===== src/ctx_exc_map.vh =====
// constants for the cpu exception unit
`ifndef CTX_EXC_MAP_VH
`define CTX_EXC_MAP_VH

// register byte offsets
`define CTX_OFF_PRI_A     8'h00
`define CTX_OFF_PRI_B     8'h04
`define CTX_OFF_PRI_C     8'h08
`define CTX_OFF_PRI_D     8'h0C
`define CTX_OFF_PRI_E     8'h10
`define CTX_OFF_STATUS    8'h14
`define CTX_OFF_VBASE     8'h18
`define CTX_OFF_EXC_STAT  8'h1C

// reset values
`define CTX_RST_PRI       16'h0000
`define CTX_RST_STATUS    32'h0000_00F0
`define CTX_RST_VBASE     32'h0000_0000

// status word mask field
`define CTX_MASK_LSB      4
`define CTX_MASK_MSB      7

// priority levels
`define CTX_LVL_NMI       5'h10
`define CTX_LVL_FIXED15   5'h0F
`define CTX_MASK_NMI      4'hF

// vector numbers
`define CTX_VEC_ILL_GEN   8'h04
`define CTX_VEC_ILL_SLOT  8'h06
`define CTX_VEC_NMI       8'h0B
`define CTX_VEC_BRK       8'h0C
`define CTX_VEC_DBG       8'h0E
`define CTX_VEC_IRL_BASE  8'h40
`define CTX_VEC_IRQ_BASE  8'h50
`define CTX_VEC_PER_BASE  8'h60

// source counts
`define CTX_N_IRQ         4
`define CTX_N_PER         29

`endif


===== src/ctx_exception_unit.v =====
// cpu exception unit: interrupt acceptance, traps, illegal code
`timescale 1ns/10ps
`include "ctx_exc_map.vh"

module ctx_exception_unit (
    // clock and reset
    input  wire        CORE_CLK,
    input  wire        SRST,
    // ahb-lite slave
    input  wire        HSEL,
    input  wire [31:0] HADDR,
    input  wire [1:0]  HTRANS,
    input  wire        HWRITE,
    input  wire [2:0]  HSIZE,
    input  wire [31:0] HWDATA,
    input  wire        HREADY,
    output reg  [31:0] HRDATA,
    output reg         HREADYOUT,
    output reg         HRESP,
    // interrupt requests
    input  wire        NMI_REQ,
    input  wire        BRK_REQ,
    input  wire        DBG_REQ,
    input  wire [3:0]  ENCODED_LEVEL_PINS,
    input  wire [3:0]  EXTERNAL_REQUEST_PINS,
    input  wire [28:0] PER_REQ,
    // decoder
    input  wire        DEC_VALID,
    input  wire        DEC_IN_SLOT,
    input  wire        DEC_AFTER_SYSREG,
    input  wire        DEC_UNDEF,
    input  wire        DEC_PC_WRITE,
    input  wire        DEC_TRAP,
    input  wire [7:0]  DEC_TRAP_VEC,
    input  wire [31:0] DEC_PC,
    input  wire [31:0] DEC_NEXT_PC,
    input  wire [31:0] DEC_SLOT_TARGET,
    // stacking, vector fetch, jump
    output reg         EXC_BUSY,
    output reg         STK_WR,
    output reg  [31:0] STK_DATA,
    output reg         VEC_RD,
    output reg  [31:0] VEC_ADDR,
    input  wire        VEC_ACK,
    input  wire [31:0] VEC_DATA,
    output reg         JUMP,
    output reg  [31:0] JUMP_PC,
    output reg  [3:0]  SR_MASK
);

    localparam [4:0] ST_IDLE = 5'b00001;
    localparam [4:0] ST_PSR  = 5'b00010;
    localparam [4:0] ST_PPC  = 5'b00100;
    localparam [4:0] ST_VEC  = 5'b01000;
    localparam [4:0] ST_WAIT = 5'b10000;

    reg [15:0] pri_a_reg;
    reg [15:0] pri_b_reg;
    reg [15:0] external_pin_priority_register;
    reg [15:0] pri_d_reg;
    reg [15:0] pri_e_reg;
    reg [31:0] status_word_reg;
    reg [31:0] vbase_reg;
    reg        nmi_pend_reg;
    reg [4:0]  state_reg;
    reg        is_int_reg;
    reg [3:0]  new_mask_reg;
    reg [7:0]  vec_reg;
    reg [31:0] pc_save_reg;
    reg [31:0] sr_save_reg;
    reg        wr_pend_reg;
    reg [7:0]  wr_addr_reg;

    // priority field of a 16-bit setting register
    function [3:0] fld;
        input [15:0] r;
        input [1:0]  sel;
        begin
            fld = r[4*sel +: 4];
        end
    endfunction

    // peripheral source index to its programmed level
    function [3:0] per_pri;
        input [4:0]  idx;
        input [15:0] a;
        input [15:0] b;
        input [15:0] d;
        begin
            if (idx < 5'd2) begin
                per_pri = fld(a, 2'd3);
            end else if (idx == 5'd2) begin
                per_pri = fld(a, 2'd1);
            end else if (idx < 5'd6) begin
                per_pri = fld(b, 2'd3);
            end else if (idx == 5'd6) begin
                per_pri = fld(a, 2'd2);
            end else if (idx == 5'd7) begin
                per_pri = fld(a, 2'd0);
            end else if (idx < 5'd12) begin
                per_pri = fld(b, 2'd2);
            end else if (idx < 5'd16) begin
                per_pri = fld(b, 2'd1);
            end else begin
                per_pri = fld(d, 2'd3);
            end
        end
    endfunction

    // arbitration over all sources
    reg [4:0] best_lvl;
    reg [7:0] best_vec;
    reg [3:0] p;
    integer   i;
    always @* begin
        best_lvl = 5'd0;
        best_vec = 8'h00;
        p = 4'd0;
        if (nmi_pend_reg) begin
            best_lvl = `CTX_LVL_NMI;
            best_vec = `CTX_VEC_NMI;
        end else if (BRK_REQ) begin
            best_lvl = `CTX_LVL_FIXED15;
            best_vec = `CTX_VEC_BRK;
        end else if (DBG_REQ) begin
            best_lvl = `CTX_LVL_FIXED15;
            best_vec = `CTX_VEC_DBG;
        end
        // zero on the level pins means no request
        if ({1'b0, ENCODED_LEVEL_PINS} > best_lvl) begin
            best_lvl = {1'b0, ENCODED_LEVEL_PINS};
            best_vec = `CTX_VEC_IRL_BASE + {4'h0, ENCODED_LEVEL_PINS};
        end
        for (i = 0; i < `CTX_N_IRQ; i = i + 1) begin
            p = fld(external_pin_priority_register, 2'd3 - i[1:0]);
            if (EXTERNAL_REQUEST_PINS[i] && {1'b0, p} > best_lvl) begin
                best_lvl = {1'b0, p};
                best_vec = `CTX_VEC_IRQ_BASE + {6'h00, i[1:0]};
            end
        end
        for (i = 0; i < `CTX_N_PER; i = i + 1) begin
            p = per_pri(i[4:0], pri_a_reg, pri_b_reg, pri_d_reg);
            if (PER_REQ[i] && {1'b0, p} > best_lvl) begin
                best_lvl = {1'b0, p};
                best_vec = `CTX_VEC_PER_BASE + {3'h0, i[4:0]};
            end
        end
    end

    wire [3:0] cur_mask =
        status_word_reg[`CTX_MASK_MSB:`CTX_MASK_LSB];
    // strictly above mask, so level zero never wins
    wire int_ok = nmi_pend_reg ||
        (best_lvl > {1'b0, cur_mask});
    // slot and post-sysreg decode points hold interrupts off
    wire int_open = !DEC_IN_SLOT && !DEC_AFTER_SYSREG;
    wire dec_go = DEC_VALID && state_reg[0];
    wire slot_ill = DEC_IN_SLOT &&
        (DEC_UNDEF || DEC_PC_WRITE || DEC_TRAP);
    wire take_int = dec_go && !slot_ill && !DEC_UNDEF &&
        !DEC_TRAP && int_open && int_ok;
    wire take_nmi = take_int && nmi_pend_reg;

    // bus side
    wire ahb_go = HSEL && HREADY && HTRANS[1];
    reg [31:0] rd_val;
    always @* begin
        rd_val = 32'h0000_0000;
        if (HADDR[7:0] == `CTX_OFF_PRI_A) begin
            rd_val = {16'h0000, pri_a_reg};
        end else if (HADDR[7:0] == `CTX_OFF_PRI_B) begin
            rd_val = {16'h0000, pri_b_reg};
        end else if (HADDR[7:0] == `CTX_OFF_PRI_C) begin
            rd_val = {16'h0000, external_pin_priority_register};
        end else if (HADDR[7:0] == `CTX_OFF_PRI_D) begin
            rd_val = {16'h0000, pri_d_reg};
        end else if (HADDR[7:0] == `CTX_OFF_PRI_E) begin
            rd_val = {16'h0000, pri_e_reg};
        end else if (HADDR[7:0] == `CTX_OFF_STATUS) begin
            rd_val = status_word_reg;
        end else if (HADDR[7:0] == `CTX_OFF_VBASE) begin
            rd_val = vbase_reg;
        end else if (HADDR[7:0] == `CTX_OFF_EXC_STAT) begin
            rd_val = {15'h0000, nmi_pend_reg, vec_reg,
                      3'h0, state_reg};
        end
    end

    always @(posedge CORE_CLK) begin
        if (SRST) begin
            HRDATA    <= 32'h0000_0000;
            HREADYOUT <= 1'b1;
            HRESP     <= 1'b0;
            wr_pend_reg <= 1'b0;
            wr_addr_reg <= 8'h00;
        end else begin
            // zero wait states; unmapped words read zero
            wr_pend_reg <= ahb_go && HWRITE;
            wr_addr_reg <= HADDR[7:0];
            if (ahb_go && !HWRITE) begin
                HRDATA <= rd_val;
            end
        end
    end

    always @(posedge CORE_CLK) begin
        if (SRST) begin
            pri_a_reg   <= `CTX_RST_PRI;
            pri_b_reg   <= `CTX_RST_PRI;
            external_pin_priority_register <= `CTX_RST_PRI;
            pri_d_reg   <= `CTX_RST_PRI;
            pri_e_reg   <= `CTX_RST_PRI;
            vbase_reg   <= `CTX_RST_VBASE;
        end else if (wr_pend_reg) begin
            // 4-bit fields cannot hold level sixteen
            if (wr_addr_reg == `CTX_OFF_PRI_A) begin
                pri_a_reg <= HWDATA[15:0];
            end else if (wr_addr_reg == `CTX_OFF_PRI_B) begin
                pri_b_reg <= HWDATA[15:0];
            end else if (wr_addr_reg == `CTX_OFF_PRI_C) begin
                external_pin_priority_register <= HWDATA[15:0];
            end else if (wr_addr_reg == `CTX_OFF_PRI_D) begin
                pri_d_reg <= HWDATA[15:0];
            end else if (wr_addr_reg == `CTX_OFF_PRI_E) begin
                pri_e_reg <= HWDATA[15:0];
            end else if (wr_addr_reg == `CTX_OFF_VBASE) begin
                vbase_reg <= {HWDATA[31:2], 2'b00};
            end
        end
    end

    // nmi is latched so a short pulse is not lost
    always @(posedge CORE_CLK) begin
        if (SRST) begin
            nmi_pend_reg <= 1'b0;
        end else if (NMI_REQ) begin
            nmi_pend_reg <= 1'b1;
        end else if (take_nmi) begin
            nmi_pend_reg <= 1'b0;
        end
    end

    // exception sequencer
    always @(posedge CORE_CLK) begin
        if (SRST) begin
            state_reg       <= ST_IDLE;
            status_word_reg <= `CTX_RST_STATUS;
            is_int_reg   <= 1'b0;
            new_mask_reg <= 4'h0;
            vec_reg      <= 8'h00;
            pc_save_reg  <= 32'h0000_0000;
            sr_save_reg  <= 32'h0000_0000;
            EXC_BUSY <= 1'b0;
            STK_WR   <= 1'b0;
            STK_DATA <= 32'h0000_0000;
            VEC_RD   <= 1'b0;
            VEC_ADDR <= 32'h0000_0000;
            JUMP     <= 1'b0;
            JUMP_PC  <= 32'h0000_0000;
            SR_MASK  <= 4'hF;
        end else begin
            STK_WR <= 1'b0;
            VEC_RD <= 1'b0;
            JUMP   <= 1'b0;
            if (wr_pend_reg && wr_addr_reg == `CTX_OFF_STATUS) begin
                status_word_reg <= HWDATA;
            end
            case (state_reg)
            ST_IDLE: begin
                sr_save_reg <= status_word_reg;
                is_int_reg  <= 1'b0;
                if (dec_go && slot_ill) begin
                    vec_reg     <= `CTX_VEC_ILL_SLOT;
                    pc_save_reg <= DEC_SLOT_TARGET;
                    state_reg   <= ST_PSR;
                    EXC_BUSY    <= 1'b1;
                end else if (dec_go && DEC_UNDEF) begin
                    vec_reg     <= `CTX_VEC_ILL_GEN;
                    pc_save_reg <= DEC_PC;
                    state_reg   <= ST_PSR;
                    EXC_BUSY    <= 1'b1;
                end else if (dec_go && DEC_TRAP) begin
                    vec_reg     <= DEC_TRAP_VEC;
                    pc_save_reg <= DEC_NEXT_PC;
                    state_reg   <= ST_PSR;
                    EXC_BUSY    <= 1'b1;
                end else if (take_int) begin
                    // decoded instruction is not run; it resumes later
                    vec_reg      <= best_vec;
                    pc_save_reg  <= DEC_PC;
                    is_int_reg   <= 1'b1;
                    new_mask_reg <= take_nmi ? `CTX_MASK_NMI
                                             : best_lvl[3:0];
                    state_reg    <= ST_PSR;
                    EXC_BUSY     <= 1'b1;
                end
            end
            ST_PSR: begin
                STK_WR    <= 1'b1;
                STK_DATA  <= sr_save_reg;
                state_reg <= ST_PPC;
            end
            ST_PPC: begin
                STK_WR    <= 1'b1;
                STK_DATA  <= pc_save_reg;
                state_reg <= ST_VEC;
                if (is_int_reg) begin
                    // stacking done, raise mask; beats a bus write
                    status_word_reg[`CTX_MASK_MSB:`CTX_MASK_LSB]
                        <= new_mask_reg;
                end
            end
            ST_VEC: begin
                VEC_RD    <= 1'b1;
                VEC_ADDR  <= vbase_reg + {22'h0, vec_reg, 2'b00};
                state_reg <= ST_WAIT;
            end
            ST_WAIT: begin
                // vector fetch may stretch; no timeout here
                if (VEC_ACK) begin
                    JUMP      <= 1'b1;
                    JUMP_PC   <= VEC_DATA;
                    EXC_BUSY  <= 1'b0;
                    state_reg <= ST_IDLE;
                end
            end
            default: begin
                state_reg <= ST_IDLE;
                EXC_BUSY  <= 1'b0;
            end
            endcase
            SR_MASK <= (state_reg[2] && is_int_reg) ? new_mask_reg
                     : cur_mask;
        end
    end

endmodule


===== config.mk =====
export PLATFORM = sky130hd
export DESIGN_NAME = ctx_exception_unit
export DESIGN_NICKNAME = d
export VERILOG_FILES = /design/src/ctx_exception_unit.v
export VERILOG_INCLUDE_DIRS = /design/src
export SDC_FILE = /design/constraint.sdc
export NUM_CORES = 1
export LEC_CHECK = 0
export BUFFER_PORTS_ARGS = -buffer_cell sky130_fd_sc_hd__buf_2
export CAP_MARGIN = 15
export CORE_ASPECT_RATIO = 0.75
export CORE_MARGIN = 10
export CORE_UTILIZATION = 41
export CTS_BUF_LIST = sky130_fd_sc_hd__clkbuf_8
export DETAILED_ROUTE_END_ITERATION = 16
export PLACE_DENSITY = 0.66
export SYNTH_ARGS = -nofsm -noshare
export SYNTH_HDL_FRONTEND = slang
export SYNTH_SLANG_ARGS = --single-unit

===== constraint.sdc =====
create_clock -name CORE_CLK -period 87.6 [get_ports CORE_CLK]
set_clock_uncertainty 0.2 [all_clocks]
set_input_delay 13.14 -clock CORE_CLK [delete_from_list [all_inputs] [get_ports CORE_CLK]]
set_output_delay 13.14 -clock CORE_CLK [all_outputs]
set_load 0.01 [all_outputs]

==> metrics.md <==
| Metric | Value |
|---|---|
| Launch point of the worst reg-to-reg path | nmi_pend_reg |
| # IOs | 395 |
| Clock sinks | 368 |
| Global-route usage over all layers | 23.6% |
| Clock Latency Late Sink | 0.62 ns |
| Achievable Freq | 0.0136 GHz |
| GR Overflow Total | 0 |
| Maximum vdd drop | around 0.000042 V |
| Max clock buf depth | 3 |
| Actual slew at the worst max-slew pin | 1.19 ns |
| Critical path arrival | 74.08 ns |
| Seq/Total Area, Yosys | between 30 and 40% |
| Crit path capture type | register |
| Status | completed |
| Reg2Reg Setup Slack | 26.10 ns |
| Area share of the largest cell type after synthesis | between 30% and 40% |
| Routed wire length | 81.8 mm |
| Post-DP HPWL | 61.2 mm |
| Total of max-cap violations | 0 |
| CTS tree | yes |
| Number of flops mapped to enable cells by yosys | 0 |
| Flops & latches, synth | approximately 370 |
| Setup TNS Final | 0 ns |
| DR DRC count | 0 |
| Final setup violation count | 0 |
| Fin. max-slew vios | 0 |
| Die width | a little under 300 µm |
| Layout cell share with drive strength beyond 1 | between 10% and 20% |
| First-pass GRT wire length | 124 mm |
| Fin crit share | 84.2% |
| PortBufs | 362 |
| Post-synth top area cell | dfxtp_1 |
| Total Nets Final | ~3,600 |
| CP Data Required Time | 87.95 ns |
| Initial core utilization | roughly 41% |
| CP Launch Type | input pin |
| Critical path class | in -> reg |
| Row count | 74 |
| Via count | 22,600 |
| Commonest non-fill, non-tap cell in the layout | nand2_1 |
| Tightest Hold Check Type | reg -> reg |
| Final GP Congestion | 0.908 |
| Vias in the first global route | roughly 20,000 |
| PwrDens | 35.7 nW/µm² |
| Number of library cell types mapped by synthesis | between 100 and 150 |
| Initial drt markers | 2,269 |
| RSZ-0062 raised after global routing | false |
| Leak | 10.7 nW |
| Slew margin rel. | between 20 and 25% |
| CP Max Fanout | 14 |
| Core area | approximately 54,000 µm² |
| Final Hold Viols | 0 |
| Area contributors post-synth | dfxtp_1 (33%), nand2_1 (9.0%), a21oi_1 (8.4%) |
| R2R depth | 269 |
| RR Endpoint | vec_reg[4] |
| Vias per cell | around 5.7 |
| Routed length per instance | 20.5 µm |
| Largest net degree at the start of global routing | 208 |
| Root buf cell | clkbuf_8 |
| Placed cell count | 3,888 |
| Cell Count, Final, Fillers Out | 3,993 |
| Initial antenna violation count | 11 |
| Yosys synthesis warning count | 0 |
| Post-Syn Area per Cell | 7.66 µm² |
| Resized cells post-CTS | 0 |
| Slowest cell on the critical path | a221oi_1 |
| Post-CTS setup buffers | 0 |
| Crit path from | DBG_REQ |
| Synth-to-Final Area Change | 16.1% |
| Mapped cell area | 22,500 µm² |
| Worst Setup EP | vec_reg[4] |
| H-tree levels | 2 |
| Most frequently used flop master after synthesis | dfxtp_1 |
| Reg clk slew, reported paths | around 0.070 ns |
| Cts hold-fix bufs | 0 |
| FFs w/ async S/R, synth | 0% |
| Die footprint | ~65,000 µm² |
| Syn Inst Count | a little under 3,000 |
| Crit path largest cell delay | approximately 0.83 ns |
| CTS Buf Count | 55 |
| Final worst path period need | 73.74 ns |
| Crit-path most repeated cell | ha_1 |
| Initial DRT Pass Iterations | 6 |
| Die Y | 223 µm |
| Remaining antenna violation count | 0 |
| Commonest non-fill, non-tap cells in the layout | nand2_1 (539), a21oi_1 (380), dfxtp_1 (367), buf_2 (361), nor2_1 (296) |
[routing by layer]
layer  share of wire (%)  vias up  GRT usage [%]  wire length [µm]
met5               0.098        -              0                80
met4                 1.6       12           4.42              1320
met3                 9.0      102           5.18              7380
met2                  42      869           34.5             34200
met1                  48    10500           34.8             38900
li1                    -    11100              -                 -
[synthesized netlist by cell type, types with 8 or more instances]
cell type and count:
o21a_1 14, a311oi_1 15, xnor2_1 19, nand2_1 540, mux2i_1 93, a22oi_1 44, o211ai_1 22, a31oi_1 13
a211o_1 11, mux2_2 60, nor2_1 300, nand3_1 53, a21oi_1 380, a221oi_1 13, nor2b_1 30, ha_1 120
o21ai_1 12, xor2_1 12, nand4_1 15, o21bai_1 14, and2_1 12, a211oi_1 102, nand2b_1 19, inv_1 97
o21ai_0 76, nor3_1 35, clkbuf_1 153, a22o_1 12, a21o_1 28, or3_1 21, a21boi_0 8, and3_1 30
dfxtp_1 368, o2111ai_1 12
[cell type report]
type                    count  area (µm²)
diodes                      4        10.0
well taps                 722         903
clock inverters            26         267
multi-input cells        2308       14200
flip-flops and latches    368        7370
repair buffers            390        2040
inverters                 100         375
fillers                  5566       28300
clock buffers              75        1030
[worst min path at each step]
stage | slack, ns | cells after the start | end | startpoint
floorplan | 0.23 | 2 | fld.r[11] | fld.r[11]
global placement | 0.24 | 2 | VEC_ADDR[10] | VEC_ADDR[10]
detailed placement | 0.24 | 2 | JUMP_PC[13] | JUMP_PC[13]
CTS | 0.25 | 2 | pri_e_reg[7] | pri_e_reg[7]
global route | 0.27 | 2 | JUMP_PC[13] | JUMP_PC[13]
finish | 0.25 | 2 | JUMP_PC[7] | JUMP_PC[7]
[report_power, final]
| group | switching [mW] | total [mW] | internal (mW) |
|---|---|---|---|
| registers | 0.00594 | 0.181 | 0.175 |
| clock network | 0.0697 | 0.164 | 0.0938 |
| logic | 0.355 | 0.590 | 0.234 |
[cell families (layout without fill, tap and decap cells)]
group	after synthesis	after routing	synth area share (%)
flops	368	368	32.7
simple gates	1117	1117	21.7
other cells	2	8	0.0333
buf+inv	271	591	4.73
mux	154	154	7.18
fa+ha+maj	126	126	6.97
xor+xnor	31	31	1.20
compound gates	876	876	25.5
[stage by stage]
| stage | hold WS [ns] | instance area, µm² | power (mW) | setup slack (ns) | util, % |
|---|---|---|---|---|---|
| 2_1_floorplan | 0.228 | 22600 | 0.638 | 22.58 | - |
| 3_3_place_gp | 0.236 | 24900 | 0.759 | 14.58 | 45.7 |
| 3_5_place_dp | 0.244 | 24900 | 0.761 | 14.38 | 45.7 |
| 4_1_cts | 0.252 | 26200 | 0.927 | 14.81 | 48.1 |
| 5_1_grt | 0.265 | 26200 | 1.01 | 9.16 | 48.1 |
| 6_report | 0.252 | 26200 | 0.934 | 13.86 | 48.1 |
[worst max-delay path: cells and delay by family]
kind / cells / cell delay, ns
compound gates: 103 / 24.61
simple gates: 81 / 15.05
mux: 29 / 9.82
fa+ha+maj: 36 / 9.76
buf+inv: 22 / 1.69
(Power assumes the default switching activity.)
